`config.mk`:
```
export PLATFORM = sky130hd
export DESIGN_NAME = daq_device_flat
export DESIGN_NICKNAME = d
export VERILOG_FILES = /design/src/verilog/daq_pkg.sv /design/src/verilog/daq_link_if.sv /design/src/verilog/daq_device.sv /design/src/flat_wrapper.sv
export VERILOG_INCLUDE_DIRS = /design/src /design/src/verilog
export SDC_FILE = /design/constraint.sdc
export NUM_CORES = 1
export LEC_CHECK = 0
export ABC_AREA = 0
export ABC_CLOCK_PERIOD_IN_PS = 2100
export BUFFER_PORTS_ARGS = -buffer_cell sky130_fd_sc_hd__clkbuf_2
export CORE_ASPECT_RATIO = 0.8
export CORE_MARGIN = 5
export CORE_UTILIZATION = 43
export CTS_BUF_LIST = sky130_fd_sc_hd__clkbuf_8
export DETAILED_ROUTE_END_ITERATION = 10
export PLACE_DENSITY = 0.79
export SYNTH_ARGS = -nofsm -noshare
export SYNTH_HDL_FRONTEND = slang
export SYNTH_SLANG_ARGS = --single-unit
```
`constraint.sdc`:
```
create_clock -name mclk -period 2.1 [get_ports mclk]
set_input_delay 0.105 -clock mclk [delete_from_list [all_inputs] [get_ports mclk]]
set_output_delay 0.105 -clock mclk [all_outputs]
set_load 0.1 [all_outputs]
```
`src/verilog/daq_params.svh`:
```
// Purpose: constants shared by the acquisition device model and its host controller
// Assumes: 20 MHz mclk (50 ns period)
// Notes: times in ns, cycle counts derived from them
`ifndef DAQ_PARAMS_SVH
`define DAQ_PARAMS_SVH
`define CLK_PERIOD_NS 50
`define CONV12_TIME_NS 20000
`define CONV8_TIME_NS 13000
`define CONV12_CYCLES (`CONV12_TIME_NS / `CLK_PERIOD_NS)
`define CONV8_CYCLES (`CONV8_TIME_NS / `CLK_PERIOD_NS)
`define STROBE_NS 50
`define STROBE_CYCLES (((`STROBE_NS + `CLK_PERIOD_NS - 1) / `CLK_PERIOD_NS) + 1)
`define RESULT_BITS 12
`define CHAN_BITS 4
`define REG_CTRL 4'h0
`define REG_CHAN 4'h1
`define REG_RESULT 4'h2
`define REG_STATUS 4'h3
`define REG_IRQ_STAT 4'h4
`define REG_IRQ_MASK 4'h5
`define CTRL_START_BIT 0
`define CTRL_SHORT_BIT 1
`define CTRL_READ_BIT 2
`define CTRL_WORD_BIT 3
`define CTRL_AUTO_BIT 4
`define CHAN_EN_BIT 4
`define IRQ_DONE_BIT 0
`define IRQ_READ_BIT 1
`endif

```
`src/verilog/daq_pkg.sv`:
```
// Purpose: types for the acquisition link
// Assumes: nothing
// Notes: constants live in daq_params.svh
package daq_pkg;
  typedef logic [11:0] result_t;
  typedef logic [3:0] chan_t;
  typedef enum logic [1:0] {OP_NONE, OP_CONVERT, OP_READ} op_t;
endpackage

```
`src/verilog/daq_link_if.sv`:
```
// Purpose: pins between the acquisition device and the host controller
// Assumes: single clock mclk
// Notes: result bus carries an enable per bit; enable low means driven
`timescale 1ns/1ps
interface daq_link_if;
  logic [3:0] channelAddress;
  logic channelSwitchEnable;
  logic trackHold;
  logic busy;
  logic strobe;
  logic selectN;
  logic readConvert;
  logic wordMode;
  logic byteSelect;
  logic [11:0] resultBus;
  logic [11:0] resultBusOeN;
  modport device (input channelAddress, input channelSwitchEnable, input trackHold, output busy,
    input strobe, input selectN, input readConvert, input wordMode, input byteSelect,
    output resultBus, output resultBusOeN);
  modport host (output channelAddress, output channelSwitchEnable, output trackHold, input busy,
    output strobe, output selectN, output readConvert, output wordMode, output byteSelect,
    input resultBus, input resultBusOeN);
endinterface

```
`src/verilog/daq_device.sv`:
```
// Purpose: digital side of a 16-channel 12-bit acquisition module
// Assumes: host pins arrive asynchronously; analog sample is a digital code input
// Notes: converter is a counter standing in for the successive approximation
//
// Summary of operation
// - Enable high connects addressed channel, low none
// - Four address bits pick channel, binary
// - Track/hold high holds sample, low tracks
// - Track/hold may be driven from busy
// - Busy high throughout every conversion
// - Strobe high starts or reads; low idle
// - Select low required; high ignores strobe
// - Read/convert low converts, high reads
// - Read/convert tied to processor read/write
// - Word mode high drives all twelve bits
// - Byte mode: low eight MSBs, high LSBs
// - Byte select high short-cycles to 8 bits
// - 8-bit bus folds low nibble onto upper lines
// - Output bit 0 LSB, bit 11 MSB
// - Code transitions at half-LSB offsets
// - Low byte read: four LSBs, four zeros
`timescale 1ns/1ps
`include "daq_params.svh"
module daq_device
  import daq_pkg::*;
#(
  parameter int CONV12_CYCLES = `CONV12_CYCLES,
  parameter int CONV8_CYCLES = `CONV8_CYCLES
) (
  input wire logic mclk,
  input wire logic rst,
  input wire result_t analogCode [16],
  daq_link_if.device link,
  output logic [3:0] selectedChannel,
  output logic channelConnected,
  output logic holding
);
  initial begin
    if (CONV8_CYCLES < 1 || CONV12_CYCLES <= CONV8_CYCLES || CONV12_CYCLES > 65535)
      $error("daq_device: bad conversion cycle counts");
  end

  // Two-flop synchronisers on every host pin; reset values match idle pins, so no false strobe after reset
  localparam int SW = 11;
  localparam logic [SW-1:0] SYNC_IDLE = 11'h00C;
  wire [SW-1:0] pinRaw;
  wire [SW-1:0] pinSync;
  assign pinRaw = {link.channelAddress, link.channelSwitchEnable, link.trackHold, link.strobe,
                   link.selectN, link.readConvert, link.byteSelect, link.wordMode};
  for (genvar i = 0; i < SW; i++) begin : g_sync
    logic stage1Q;
    logic stage2Q;
    always_ff @(posedge mclk or posedge rst) begin
      if (rst) begin
        stage1Q <= SYNC_IDLE[i];
        stage2Q <= SYNC_IDLE[i];
      end else begin
        stage1Q <= pinRaw[i];
        stage2Q <= stage1Q;
      end
    end
    assign pinSync[i] = stage2Q;
  end

  wire [3:0] addrS = pinSync[10:7];
  wire enS = pinSync[6];
  wire holdS = pinSync[5];
  wire strobeS = pinSync[4];
  wire selNS = pinSync[3];
  wire rcS = pinSync[2];
  wire byteS = pinSync[1];
  wire wordS = pinSync[0];

  // operation decode of the synced control pins
  function automatic op_t decodeOp(input logic stb, input logic selN, input logic rdConv);
    if (!stb || selN)
      return OP_NONE;
    else if (rdConv)
      return OP_READ;
    else
      return OP_CONVERT;
  endfunction

  logic strobePrevQ;
  always_ff @(posedge mclk or posedge rst) begin
    if (rst)
      strobePrevQ <= 1'b0;
    else
      strobePrevQ <= strobeS;
  end

  // only the rising strobe starts; a held strobe starts nothing more
  wire startEv = decodeOp(strobeS, selNS, rcS) == OP_CONVERT && !strobePrevQ;
  wire readEn = decodeOp(strobeS, selNS, rcS) == OP_READ;

  // address lines give the channel as a plain binary number
  always_ff @(posedge mclk or posedge rst) begin
    if (rst)
      selectedChannel <= 4'h0;
    else
      selectedChannel <= addrS;
  end

  always_ff @(posedge mclk or posedge rst) begin
    if (rst)
      channelConnected <= 1'b0;
    else
      channelConnected <= enS;
  end

  // hold level follows the synced control pin
  always_ff @(posedge mclk or posedge rst) begin
    if (rst)
      holding <= 1'b0;
    else
      holding <= holdS;
  end

  // sample tracks the connected channel, frozen while held
  result_t sampleQ;
  always_ff @(posedge mclk or posedge rst) begin
    if (rst)
      sampleQ <= 12'h000;
    else if (!holdS)
      sampleQ <= enS ? analogCode[addrS] : 12'h000;
  end

  // Converter timing
  logic [15:0] countQ;
  logic shortQ;
  logic busyQ;
  result_t resultQ;
  wire acceptStart = startEv && !busyQ;
  wire lastCycle = busyQ && countQ == 16'h0000;

  // byte select latched at the start edge
  always_ff @(posedge mclk or posedge rst) begin
    if (rst)
      shortQ <= 1'b0;
    else if (acceptStart)
      shortQ <= byteS;
  end

  // Cycles left; a start while busy is ignored, so a stray strobe cannot stretch a conversion
  always_ff @(posedge mclk or posedge rst) begin
    if (rst)
      countQ <= 16'h0000;
    else if (acceptStart)
      countQ <= byteS ? 16'(CONV8_CYCLES - 1) : 16'(CONV12_CYCLES - 1);
    else if (busyQ && countQ != 16'h0000)
      countQ <= countQ - 16'h0001;
  end

  // busy high for the whole conversion
  always_ff @(posedge mclk or posedge rst) begin
    if (rst)
      busyQ <= 1'b0;
    else if (acceptStart)
      busyQ <= 1'b1;
    else if (lastCycle)
      busyQ <= 1'b0;
  end
  assign link.busy = busyQ;

  // short cycle leaves low bits zero; code is the held sample
  always_ff @(posedge mclk or posedge rst) begin
    if (rst)
      resultQ <= 12'h000;
    else if (lastCycle)
      resultQ <= shortQ ? {sampleQ[11:4], 4'h0} : sampleQ;
  end

  // which lines drive; a low enable drives its line
  function automatic logic [11:0] laneOeN(input logic word, input logic lowHalf);
    if (word)
      return 12'h000;
    else if (lowHalf)
      return 12'hF00;
    else
      return 12'h00F;
  endfunction

  // result bit n always leaves on line n; an 8-bit bus folds lines 3:0 by wiring
  function automatic result_t laneData(input result_t r, input logic word, input logic lowHalf);
    if (word)
      return r;
    else if (lowHalf)
      return {4'h0, 4'h0, r[3:0]};
    else
      return {r[11:4], 4'h0};
  endfunction

  logic [11:0] busD;
  logic [11:0] oeND;
  always_comb begin
    busD = 12'h000;
    oeND = 12'hFFF;
    if (readEn) begin
      busD = laneData(resultQ, wordS, byteS);
      oeND = laneOeN(wordS, byteS);
    end
  end

  // Registered so the pins come straight from flops
  logic [11:0] busQ;
  logic [11:0] oeNQ;
  always_ff @(posedge mclk or posedge rst) begin
    if (rst) begin
      busQ <= 12'h000;
      oeNQ <= 12'hFFF;
    end else begin
      busQ <= busD;
      oeNQ <= oeND;
    end
  end
  assign link.resultBus = busQ;
  assign link.resultBusOeN = oeNQ;
endmodule

```
`src/flat_wrapper.sv`:
```
// flat-port wrapper written by rule: the top's interface ports become plain ports
module daq_device_flat import daq_pkg::*;
#(
  parameter int CONV12_CYCLES = `CONV12_CYCLES,
  parameter int CONV8_CYCLES = `CONV8_CYCLES
)
  (mclk, rst, analogCode, selectedChannel, channelConnected, holding, link_channelAddress, link_channelSwitchEnable, link_trackHold, link_busy, link_strobe, link_selectN, link_readConvert, link_wordMode, link_byteSelect, link_resultBus, link_resultBusOeN);
  daq_link_if link_i ();
  input wire logic mclk;
  input wire logic rst;
  input wire result_t analogCode[16];
  output logic [3:0] selectedChannel;
  output logic channelConnected;
  output logic holding;
  input wire logic [$bits(link_i.channelAddress)-1:0] link_channelAddress;
  input wire logic [$bits(link_i.channelSwitchEnable)-1:0] link_channelSwitchEnable;
  input wire logic [$bits(link_i.trackHold)-1:0] link_trackHold;
  output wire logic [$bits(link_i.busy)-1:0] link_busy;
  input wire logic [$bits(link_i.strobe)-1:0] link_strobe;
  input wire logic [$bits(link_i.selectN)-1:0] link_selectN;
  input wire logic [$bits(link_i.readConvert)-1:0] link_readConvert;
  input wire logic [$bits(link_i.wordMode)-1:0] link_wordMode;
  input wire logic [$bits(link_i.byteSelect)-1:0] link_byteSelect;
  output wire logic [$bits(link_i.resultBus)-1:0] link_resultBus;
  output wire logic [$bits(link_i.resultBusOeN)-1:0] link_resultBusOeN;
  assign link_i.channelAddress = link_channelAddress;
  assign link_i.channelSwitchEnable = link_channelSwitchEnable;
  assign link_i.trackHold = link_trackHold;
  assign link_busy = link_i.busy;
  assign link_i.strobe = link_strobe;
  assign link_i.selectN = link_selectN;
  assign link_i.readConvert = link_readConvert;
  assign link_i.wordMode = link_wordMode;
  assign link_i.byteSelect = link_byteSelect;
  assign link_resultBus = link_i.resultBus;
  assign link_resultBusOeN = link_i.resultBusOeN;
  daq_device #(.CONV12_CYCLES(CONV12_CYCLES), .CONV8_CYCLES(CONV8_CYCLES)) u_core (.mclk(mclk), .rst(rst), .analogCode(analogCode), .link(link_i), .selectedChannel(selectedChannel), .channelConnected(channelConnected), .holding(holding));
endmodule
```
==> results of run 1 <==
-- Yosys cell counts, types with 2 or more instances --
| library cell | instances |
|---|---|
| sky130_fd_sc_hd__buf_4 | 9 |
| sky130_fd_sc_hd__a32oi_1 | 12 |
| sky130_fd_sc_hd__mux2_2 | 8 |
| sky130_fd_sc_hd__buf_2 | 4 |
| sky130_fd_sc_hd__or3_1 | 3 |
| sky130_fd_sc_hd__o21ai_0 | 6 |
| sky130_fd_sc_hd__or4_1 | 4 |
| sky130_fd_sc_hd__nand3_1 | 16 |
| sky130_fd_sc_hd__nand2_1 | 36 |
| sky130_fd_sc_hd__dfrtp_1 | 79 |
| sky130_fd_sc_hd__a21oi_1 | 20 |
| sky130_fd_sc_hd__mux2i_1 | 101 |
| sky130_fd_sc_hd__and2_1 | 13 |
| sky130_fd_sc_hd__o221ai_1 | 2 |
| sky130_fd_sc_hd__and4_1 | 2 |
| sky130_fd_sc_hd__o31ai_1 | 3 |
| sky130_fd_sc_hd__nor3b_1 | 3 |
| sky130_fd_sc_hd__inv_1 | 11 |
| sky130_fd_sc_hd__o41ai_1 | 5 |
| sky130_fd_sc_hd__nor2_1 | 9 |
| sky130_fd_sc_hd__nor3_1 | 5 |
| sky130_fd_sc_hd__a22oi_1 | 36 |
| sky130_fd_sc_hd__clkbuf_1 | 23 |
| sky130_fd_sc_hd__dfstp_2 | 7 |
| sky130_fd_sc_hd__nand3b_1 | 3 |
| sky130_fd_sc_hd__nand2b_1 | 3 |
| sky130_fd_sc_hd__nor2b_1 | 2 |
-- worst paths after layout --
check / cells after the start / from / slack (ns) / end
max: 6 / u_core.countQ[0] / 0.04 / u_core.countQ[12]
min: 5 / analogCode[66] / 0.12 / u_core.sampleQ[6]
max reg2reg: 6 / u_core.countQ[0] / 0.04 / u_core.countQ[12]
min reg2reg: 0 / u_core.g_sync[4].stage1Q / 0.34 / u_core.g_sync[4].stage2Q
max in group asynchronous: 4 / rst / 1.09 / u_core.g_sync[3].stage1Q
min in group asynchronous: 3 / rst / 0.32 / u_core.g_sync[6].stage1Q
-- power by group --
part           switching, mW  total [mW]  internal (mW)
Combinational           1.03        1.85          0.824
Clock                  0.588        1.26          0.673
Sequential             0.286        2.27           1.98
Total                   1.90        5.38           3.48
-- cells in the final DEF (no fill, tap or decap), types with 13 or more instances in the layout --
master / instances
sky130_fd_sc_hd__a21oi_1: 19
sky130_fd_sc_hd__a22oi_1: 36
sky130_fd_sc_hd__and2_1: 13
sky130_fd_sc_hd__buf_4: 29
sky130_fd_sc_hd__clkbuf_2: 235
sky130_fd_sc_hd__dfrtp_1: 77
sky130_fd_sc_hd__mux2i_1: 101
sky130_fd_sc_hd__nand2_1: 36
sky130_fd_sc_hd__nand3_1: 16
-- flip-flops by register name (all words and copies together) (netlist names), 3 cells and up --
signal and cells:
u_core.g_sync.stage2Q 9, u_core.sampleQ 12, u_core.selectedChannel 4, u_core.g_sync.stage1Q 11
u_core.resultQ 12, u_core.link.resultBusOeN 3, u_core.link.resultBus 12, u_core.countQ 16
-- metrics by stage --
stage / power [mW] / TNS (ns) / util
2_1_floorplan: 3.41 / 0 / -
3_3_place_gp: 3.99 / 0 / 0.573
3_5_place_dp: 4.08 / -0.00969 / 0.573
4_1_cts: 5.37 / 0 / 0.605
5_1_grt: 5.71 / -0.0216 / 0.607
6_report: 5.38 / 0 / 0.607
-- layout make-up --
class                   count  area, µm²  share of cell area
clock inverters             7       97.6              0.0148
well taps                 144        180              0.0273
inverters                  11       45.0             0.00684
clock buffers               9        124              0.0188
repair buffers            279       1570               0.239
multi-input cells         310       2400               0.364
flip-flops and latches     86       2170               0.329
-- worst reg2reg max path, stage by stage (launching register included) --
cell and delay (ns):
sky130_fd_sc_hd__dfrtp_1 0.40, sky130_fd_sc_hd__inv_1 0.07, sky130_fd_sc_hd__ha_1 0.16, sky130_fd_sc_hd__or3b_4 0.38, sky130_fd_sc_hd__a2111o_1 0.41, sky130_fd_sc_hd__or4_4 0.43, sky130_fd_sc_hd__a21oi_2 0.13
-- routing by layer --
metal	GRT usage	up-vias	share of wire
met3	0.0688	32	0.083
met1	0.275	2213	0.41
met4	0.0720	0	0.021
li1	-	2157	-
met5	0	-	0
met2	0.368	180	0.49
-- cell families after synthesis --
group	count (synthesis)	synth area share
DFF	86	0.455
AOI/OAI and AO/OA	90	0.136
muxes	109	0.232
buffers and inverters	48	0.0461
and+or+nand+nor	109	0.126
xor gates and xnor gates	1	0.00184
adders and majority gates	1	0.00263
-- what timing repair did --
item / in CTS / in global routing
setup buffers: 0 / 1
gates resized for setup: 0 / 5
setup endpoints to repair: 1 / 12
hold buffers: 12 / 0
pin swaps: 1 / 3
endpoints found under the hold margin: 33 / 0
==> metrics.log, run 1 <==
INFO  metric grt_antenna_before_repair = 0
INFO  metric cells_after_synth = 444
INFO  metric cts-buffers-inserted = 9
INFO  metric grt_usage = 0.222
INFO  metric irDropWorstVdd = between 0.4 and 0.5 mV
INFO  metric syn_avg_cell_area = about 11 µm²
INFO  metric worst_ep_arrival_time = ~2.4 ns
INFO  metric slew_worst_pin = 0.641 ns
INFO  metric cp-start-kind = flip-flop
INFO  metric crit_chain = inv_1 > ha_1 > or3b_4 > a2111o_1 > or4_4 > a21oi_2
INFO  metric clock_tree.root_cell = sky130_fd_sc_hd__clkbuf_8
INFO  metric cts.sink_count = 86
INFO  metric worst-path-max-fanout = 4
INFO  metric worstSkewPairLatency = 0.36 ns
INFO  metric finalCriticalPeriod = 2.06 ns
INFO  metric endpoint_kind = flip-flop
INFO  metric synth.ff_latch_count = 86
INFO  metric drc_errors = 0
INFO  metric netlist_top_cells_area = sky130_fd_sc_hd__dfrtp_1 42%, sky130_fd_sc_hd__mux2i_1 21%, sky130_fd_sc_hd__a22oi_1 5.7%
INFO  metric drtIter0Drc = ~210
INFO  metric firstDrtPassIters = 4
INFO  metric post-place-ws = -0.00969 ns
INFO  metric ys_seq_area_frac = 0.455
INFO  metric critPathKind = flip-flop to flip-flop
INFO  metric worst_path_max_delay_cell = sky130_fd_sc_hd__or4_4
INFO  metric clk_path_buf_depth = 2
INFO  metric final.period_utilization = 0.981
INFO  metric fp.dieW = 128 µm
INFO  metric fillers = 932
INFO  metric yosysUniqueCellTypes = 46
INFO  metric area_growth_syn_to_layout = 38.7%
INFO  metric netlist.top_cell.by_area = sky130_fd_sc_hd__dfrtp_1
INFO  metric global_route_wire_length_before_repair = approximately 23000 µm
INFO  metric final_cell_area = between 0.006 and 0.007 mm²
INFO  metric hold_viol_final = 0
INFO  metric detailroute.via_count = between 4000 and 5000
INFO  metric place.port_buffers = 235
INFO  metric timing.critical_path.required = roughly 2.4 ns
INFO  metric ys_warn_count = 0
INFO  metric max_stage_delay = 0.43 ns
INFO  metric power_per_cell_area = 817 mW/mm²
INFO  metric layout.cells.non_filler = 846
INFO  metric clock_transition_time_at_the_flip_flop_clock_pins_of_the_worst_setup_and_hold_paths = 0.09 ns
INFO  metric clock.fmax = between 400 and 500 MHz
INFO  metric htreeDepth = 3
INFO  metric dpl_cell_area = slightly above 0.006 mm²
INFO  metric status = finished clean
INFO  metric core-area = between 0.01 and 0.015 mm²
INFO  metric congestion_overflow_gr = 0
INFO  metric setup_ws = 0.0406 ns
INFO  metric hold_ws = about 0.12 ns
INFO  metric timing.hold.worst.class = primary input to flip-flop
INFO  metric drv_cap = 0
INFO  metric placed_cell_count = around 820
INFO  metric antenna_cells = 0
INFO  metric postSynth.asyncResetShare = 1.00
INFO  metric worst-path-buf-inv = 1
INFO  metric mappedNetlistNets = 650
INFO  metric num_rows = 34
INFO  metric route.detailed.wl_per_inst = roughly 18 µm
INFO  metric finalSetupViolCount = 0
INFO  metric power_leakage = ~3.5 nW
INFO  metric relSlewSlack = 0.573
INFO  metric synthesis.area = around 0.0047 mm²
INFO  metric gp_congestion = 0.924
INFO  metric initial_core_util = 0.438
INFO  metric tritoncts = done
INFO  metric via_density_per_instance = around 5.4
INFO  metric synth.top_cell.area_share = 0.416
INFO  metric place_hpwl = ~12000 µm
INFO  metric floorplan.die_area = 0.0133 mm²
INFO  metric first_global_vias = a little under 5000
INFO  metric maximum_number_of_pins_on_one_net_before_global_route_repair = 42
INFO  metric detail_route.wirelength = between 10000 and 15000 µm
INFO  metric share_of_layout_cells_above_drive_strength_1 = 0.447
INFO  metric final_nets = approximately 900
INFO  metric drtAntennaViolNets = 0
INFO  metric die_h = 104 µm
INFO  metric final.setup_skew = 0.0109 ns
INFO  metric synth-edff-count = 0
INFO  metric path_delay_family = simple AND/OR/NAND/NOR gates
INFO  metric final-max-slew-violation-count = 0
INFO  metric synth-main-ff-cell = sky130_fd_sc_hd__dfrtp_1
INFO  metric top_level_ports = around 240
No activity file was read; power rests on OpenSTA's default activity.
==> run 2: changes to the inputs <==
Settings changed: ABC_CLOCK_PERIOD_IN_PS 2100 to 1900, CORE_UTILIZATION 43 to 48, PLACE_DENSITY 0.79 to 0.83.
Clock period 2.1 ns to 1.9 ns, I/O delays scaled along.
==> run 2 against run 1 <==
  * The run now ends with setup timing left
  * Total power increased by 15%
  * Critical path depth shrank 2
  * Hold slack got worse by 0.011 ns
  * Critical endpoint unchanged
  * Largest cell class unchanged
  * Largest power group unchanged
==> metrics.log, run 2 (synthesized netlist as in run 1, its figures left out) <==
INFO  metric gp_congestion = 0.828 (-10%)
INFO  metric route.detailed.wl_per_inst = 17.7 µm (-0.20%)
INFO  metric drtIter0Drc = 295 (+41%)
INFO  metric groute.layer.met2.usage = 0.432 (+0.0635)
INFO  metric detail_route.wirelength = 14900 µm (-0.32%)
INFO  metric grt_usage = 0.245 (+0.0227)
INFO  metric top_level_ports = 236 (unchanged)
INFO  metric tritoncts = done
INFO  metric final_cell_mix = 235 x sky130_fd_sc_hd__clkbuf_2, 101 x sky130_fd_sc_hd__mux2i_1, 77 x sky130_fd_sc_hd__dfrtp_1
INFO  metric endpoint_kind = flip-flop
INFO  metric timing.hold.worst.class = primary input to flip-flop
INFO  metric drc_errors = 0 (unchanged)
INFO  metric fin_setup_tns = -0.0699 ns (-0.0699 ns)
INFO  metric antenna_cells = 0 (unchanged)
INFO  metric setup_ws = -0.0342 ns (-0.0747 ns)
INFO  metric global_route_wire_length_before_repair = 23500 µm (+0.15%)
INFO  metric drv_cap = 0 (unchanged)
INFO  metric hold_viol_final = 0 (unchanged)
INFO  metric grt.met1_usage = 0.302 (+0.0264)
INFO  metric area_growth_syn_to_layout = 40.6%
INFO  metric final_util = 0.692 (+0.0848)
INFO  metric rsz0062_at_grt = true
INFO  metric maximum_number_of_pins_on_one_net_before_global_route_repair = 71 (+69%)
INFO  metric fp.dieW = 121 µm (-4.9%)
INFO  metric register_with_the_most_flip_flops = u_core.countQ
INFO  metric core-area = 0.00965 mm² (-11%)
INFO  metric worst-path-max-fanout = 3 (-1)
INFO  metric floorplan.die_area = 0.0120 mm² (-9.5%)
INFO  metric most_common_cell_after_layout_fill_and_taps_aside = sky130_fd_sc_hd__clkbuf_2
INFO  metric via_density_per_instance = 5.47 (+1.0%)
INFO  metric num_rows = 32 (-5.9%)
INFO  metric first_global_vias = 4866 (+0.50%)
INFO  metric timing.critical_path.required = 2.18 ns (-0.21 ns)
INFO  metric share_of_layout_cells_above_drive_strength_1 = 0.461 (+0.0139)
INFO  metric globalRoute.busiestLayer = met2
INFO  metric grt_antenna_before_repair = 0 (unchanged)
INFO  metric initial_core_util = 0.492 (+0.0544)
INFO  metric congestion_overflow_gr = 0 (unchanged)
INFO  metric status = complete, but fails checks
INFO  metric worst_ep_arrival_time = 2.22 ns (-0.13 ns)
INFO  metric fillers = 731 (-22%)
INFO  metric cts-buffers-inserted = 9 (unchanged)
INFO  metric fin_total_pwr = 6.17 mW (+15%)
INFO  metric clock_tree.root_cell = sky130_fd_sc_hd__clkbuf_8
INFO  metric die_h = 99.0 µm (-4.8%)
INFO  metric drtAntennaViolNets = 0 (unchanged)
INFO  metric relSlewSlack = 0.611 (+0.0377)
INFO  metric irDropWorstVdd = 0.463 mV (-7.3%)
INFO  metric finalSetupViolCount = 4 (+4)
INFO  metric final.setup_skew = 0.0150 ns (+0.00407 ns)
INFO  metric cts.sink_count = 86 (unchanged)
INFO  metric detailroute.via_count = 4623 (+0.89%)
INFO  metric final-max-slew-violation-count = 0 (unchanged)
INFO  metric final.period_utilization = 1.02 (+0.0373)
INFO  metric clock_transition_time_at_the_flip_flop_clock_pins_of_the_worst_setup_and_hold_paths = 0.09 ns (about the same)
INFO  metric clock.fmax = 517 MHz (+6.5%)
INFO  metric firstDrtPassIters = 4 (unchanged)
INFO  metric power_leakage = 3.55 nW (+1.6%)
INFO  metric worstSkewPairLatency = 0.36 ns (about the same)
INFO  metric grt_use_met3 = 0.0654 (-0.00338)
INFO  metric place.port_buffers = 235 (unchanged)
INFO  metric hold_ws = 0.106 ns (-0.0105 ns)
INFO  metric critPathKind = flip-flop to flip-flop
INFO  metric power_per_cell_area = 924 mW/mm² (+13%)
INFO  metric htreeDepth = 3 (unchanged)
INFO  metric clk_path_buf_depth = 2 (unchanged)
INFO  metric violations = setup timing
INFO  metric final_nets = 910 (+0.78%)
INFO  metric slew_worst_pin = 0.582 ns (-0.0582 ns)
INFO  metric finalCriticalPeriod = 1.93 ns (-0.125 ns)
INFO  metric place_hpwl = 11600 µm (-3.9%)
INFO  metric cp-start-kind = flip-flop
INFO  metric number_of_flip_flops_in_the_largest_register = 16 (unchanged)
[run 2: cell types whose count changed in the layout (fill, tap and decap cells not counted), sizes merged]
cell,change
buf,+7
clkinvlp,-1
inv,+1
[run 2: worst max-delay path: stages (launching register included)]
cell and delay, ns:
sky130_fd_sc_hd__dfrtp_1 0.39, sky130_fd_sc_hd__or4b_4 0.55, sky130_fd_sc_hd__a2111o_1 0.39, sky130_fd_sc_hd__or4_1 0.40, sky130_fd_sc_hd__a21oi_1 0.13
[run 2: metrics by stage]
stage                     instance area, µm²  setup WS (ns)  cells
after CTS                               6640        -0.0407    844
after detailed placement                6250         -0.162    815
final                                   6680        -0.0342    845
after global placement                  6250        -0.0923    815
after global routing                    6680         -0.112    845
after floorplan                         4770         -0.177    444
[run 2: final timing paths]
check | from | to | slack [ns] | cells past startpoint
hold reg to reg | u_core.g_sync[10].stage1Q | u_core.g_sync[10].stage2Q | 0.35 | 0
setup reg to reg | u_core.countQ[6] | u_core.countQ[12] | -0.03 | 4
max in group asynchronous | rst | u_core.link.resultBusOeN[3] | 0.94 | 4
hold / removal | analogCode[65] | u_core.sampleQ[5] | 0.11 | 5
setup / recovery | u_core.countQ[6] | u_core.countQ[12] | -0.03 | 4
min in group asynchronous | rst | u_core.g_sync[6].stage1Q | 0.26 | 3
[run 2: final cells by class]
| class | count | area, µm² | area share |
|---|---|---|---|
| clock buffers | 9 | 124 | 0.0185 |
| well taps | 136 | 170 | 0.0255 |
| flip-flops and latches | 86 | 2170 | 0.325 |
| multi-input cells | 310 | 2450 | 0.367 |
| inverters | 11 | 45.0 | 0.00674 |
| clock inverters | 7 | 97.6 | 0.0146 |
| repair buffers | 286 | 1630 | 0.243 |
[run 2: what timing repair did]
action / in CTS / in global routing
hold endpoints to repair: 27 / 0
hold buffers: 12 / 0
pin swaps: 5 / 5
buffers inserted: 1 / 1
setup endpoints to repair: 19 / 24
resized for setup: 8 / 9
[run 2: power breakdown]
group | internal, mW | switching [mW]
sequential | 2.19 | 0.278
clock | 0.750 | 0.661
combinational | 1.03 | 1.26
total | 3.97 | 2.20
[run 2: routing by layer]
metal  up-vias  wire [µm]
met2       223       7430
met5         -          0
met3        22       1420
met1      2208       5880
li1       2170          -
met4         0        194
==> run 3: changes to the inputs <==
Settings changed: ABC_CLOCK_PERIOD_IN_PS 1900 to 1690, CORE_UTILIZATION 48 to 43, PLACE_DENSITY 0.83 to 0.79.
Clock period 1.9 ns to 1.69 ns, I/O delays scaled along.
==> run 3 against run 2 <==
  * The flow still finishes with violations (setup timing)
  * Cell area is 4.3% higher
  * Non-clock buffer count is 14 higher
  * Sequential power is 12% higher
  * Utilization is 5.0 points lower
  * Total power is 15% higher
  * Critical path depth stayed put
  * Largest power group is now combinational cells
==> metrics.log, run 3 (synthesized netlist as in run 1, its figures left out) <==
INFO  metric antenna_cells = 0 (unchanged)
INFO  metric fp.dieW = 128 µm (+5.2%)
INFO  metric drc_errors = 0 (unchanged)
INFO  metric most_common_cell_after_layout_fill_and_taps_aside = sky130_fd_sc_hd__clkbuf_2
INFO  metric setup_ws = -0.318 ns (-0.284 ns)
INFO  metric power_leakage = 3.65 nW (+2.9%)
INFO  metric place.port_buffers = 235 (unchanged)
INFO  metric violations = setup timing
INFO  metric timing.critical_path.required = 1.97 ns (-0.21 ns)
INFO  metric floorplan.die_area = 0.0133 mm² (+11%)
INFO  metric register_with_the_most_flip_flops = u_core.countQ
INFO  metric route.detailed.wl_per_inst = 18.0 µm (+1.8%)
INFO  metric drtAntennaViolNets = 0 (unchanged)
INFO  metric via_density_per_instance = 5.43 (-0.81%)
INFO  metric clock_tree.root_cell = sky130_fd_sc_hd__clkbuf_8
INFO  metric rsz0062_at_grt = true
INFO  metric endpoint_kind = flip-flop
INFO  metric firstDrtPassIters = 5 (+1)
INFO  metric clock.fmax = 498 MHz (-3.7%)
INFO  metric worst_ep_arrival_time = 2.29 ns (+0.07 ns)
INFO  metric first_global_vias = 4867 (+0.021%)
INFO  metric grt_antenna_before_repair = 0 (unchanged)
INFO  metric die_h = 104 µm (+5.1%)
INFO  metric share_of_layout_cells_above_drive_strength_1 = 0.492 (+0.0312)
INFO  metric hold_viol_final = 0 (unchanged)
INFO  metric maximum_number_of_pins_on_one_net_before_global_route_repair = 87 (+23%)
INFO  metric cts.sink_count = 86 (unchanged)
INFO  metric worstSkewPairLatency = 0.36 ns (about the same)
INFO  metric final_cell_area = 0.00697 mm² (+4.3%)
INFO  metric timing.hold.worst.class = primary input to flip-flop
INFO  metric drv_cap = 0 (unchanged)
INFO  metric final_cell_mix = 235 x sky130_fd_sc_hd__clkbuf_2, 101 x sky130_fd_sc_hd__mux2i_1, 76 x sky130_fd_sc_hd__dfrtp_1
INFO  metric htreeDepth = 3 (unchanged)
INFO  metric irDropWorstVdd = 0.591 mV (+28%)
INFO  metric final.period_utilization = 1.19 (+0.170)
INFO  metric drtIter0Drc = 338 (+15%)
INFO  metric core-area = 0.0108 mm² (+12%)
INFO  metric area_growth_syn_to_layout = 46.7%
INFO  metric place_hpwl = 12100 µm (+4.0%)
INFO  metric cp-start-kind = flip-flop
INFO  metric tritoncts = done
INFO  metric status = complete, but fails checks
INFO  metric grt_usage = 0.226 (-0.0186)
INFO  metric final_util = 0.642 (-0.0498)
INFO  metric slew_worst_pin = 0.572 ns (-0.0103 ns)
INFO  metric dpl_cell_area = 0.00641 mm² (+2.5%)
INFO  metric top_level_ports = 236 (unchanged)
INFO  metric relSlewSlack = 0.620 (+0.00966)
INFO  metric final.setup_skew = 0.0159 ns (+0.000937 ns)
INFO  metric cts-buffers-inserted = 9 (unchanged)
INFO  metric congestion_overflow_gr = 0 (unchanged)
INFO  metric fin_setup_tns = -4.44 ns (-4.37 ns)
INFO  metric number_of_flip_flops_in_the_largest_register = 16 (unchanged)
INFO  metric clk_path_buf_depth = 2 (unchanged)
INFO  metric detail_route.wirelength = 15600 µm (+4.4%)
INFO  metric hold_ws = 0.0777 ns (-0.0287 ns)
INFO  metric critPathKind = flip-flop to flip-flop
INFO  metric final-max-slew-violation-count = 0 (unchanged)
INFO  metric clock_transition_time_at_the_flip_flop_clock_pins_of_the_worst_setup_and_hold_paths = 0.09 ns (about the same)
INFO  metric initial_core_util = 0.438 (-0.0544)
INFO  metric power_per_cell_area = 1020 mW/mm² (+10%)
INFO  metric num_rows = 34 (+6.3%)
INFO  metric finalSetupViolCount = 26 (+22)
INFO  metric detailroute.via_count = 4705 (+1.8%)
INFO  metric finalCriticalPeriod = 2.01 ns (+0.0737 ns)
INFO  metric gp_congestion = 0.898 (+8.4%)
INFO  metric final_nets = 924 (+1.5%)
INFO  metric worst-path-max-fanout = 4 (+1)
INFO  metric global_route_wire_length_before_repair = 24000 µm (+2.2%)
run 3: cell types whose count changed in the layout (fill, tap and decap cells not counted), moves of 3 or more:
| cell | before | now |
|---|---|---|
| sky130_fd_sc_hd__mux2_2 | 8 | 5 |
| sky130_fd_sc_hd__mux2_4 | 0 | 3 |
| sky130_fd_sc_hd__o41ai_1 | 3 | 0 |
| sky130_fd_sc_hd__buf_4 | 35 | 41 |
| sky130_fd_sc_hd__buf_12 | 2 | 9 |
run 3: layer usage:
metal | up-vias | GRT usage | share of wire | routed length, µm
met5 | - | 0 | 0 | 0
met4 | 0 | 0.0482 | 0.015 | 229
met3 | 28 | 0.0724 | 0.089 | 1380
met2 | 226 | 0.379 | 0.49 | 7630
met1 | 2253 | 0.286 | 0.41 | 6350
li1 | 2198 | - | - | -
run 3: worst paths after layout:
| path | start | to | slack, ns | cells after the start |
|---|---|---|---|---|
| max | u_core.countQ[6] | u_core.countQ[12] | -0.32 | 4 |
| min | analogCode[65] | u_core.sampleQ[5] | 0.08 | 5 |
| max reg2reg | u_core.countQ[6] | u_core.countQ[12] | -0.32 | 4 |
| min reg2reg | u_core.g_sync[4].stage1Q | u_core.g_sync[4].stage2Q | 0.35 | 0 |
| max in group asynchronous | rst | u_core.link.resultBusOeN[3] | 0.90 | 4 |
| min in group asynchronous | rst | u_core.g_sync[5].stage1Q | 0.38 | 4 |
run 3: timing repair:
item | in CTS | in global routing
resized for setup | 24 | 24
buffers inserted | 2 | 3
pin swaps | 9 | 13
endpoints found under the hold margin | 90 | 0
hold buffers | 12 | 0
endpoints found under the setup margin | 26 | 34
run 3: critical path, stage by stage, from the launching register on:
cell and delay [ns]:
sky130_fd_sc_hd__dfrtp_1 0.39, sky130_fd_sc_hd__or4b_4 0.56, sky130_fd_sc_hd__a2111o_1 0.41, sky130_fd_sc_hd__or4_1 0.43
sky130_fd_sc_hd__a21oi_2 0.14
run 3: final cells by class:
class                   instances  area, µm²
multi-input cells             310       2580
clock inverters                 6       37.5
clock buffers                  10        138
well taps                     144        180
fillers                       907       3880
inverters                      11       45.0
flip-flops and latches         86       2170
repair buffers                300       1820
run 3: metrics by stage:
step           total power [mW]  worst slack (ns)  std cells
2_1_floorplan              4.27            -0.386        444
4_1_cts                    6.92            -0.299        865
6_report                   7.10            -0.318        867
3_5_place_dp               5.36            -0.401        835
5_1_grt                    7.51            -0.361        867
3_3_place_gp               5.26            -0.318        835
run 3: power by group:
| part | internal [mW] | switching, mW | leakage [nW] |
|---|---|---|---|
| Clock | 0.569 | 0.738 | 0.0953 |
| Combinational | 1.39 | 1.64 | 2.48 |
| Sequential | 2.46 | 0.300 | 1.08 |
| Total | 4.42 | 2.68 | 3.65 |
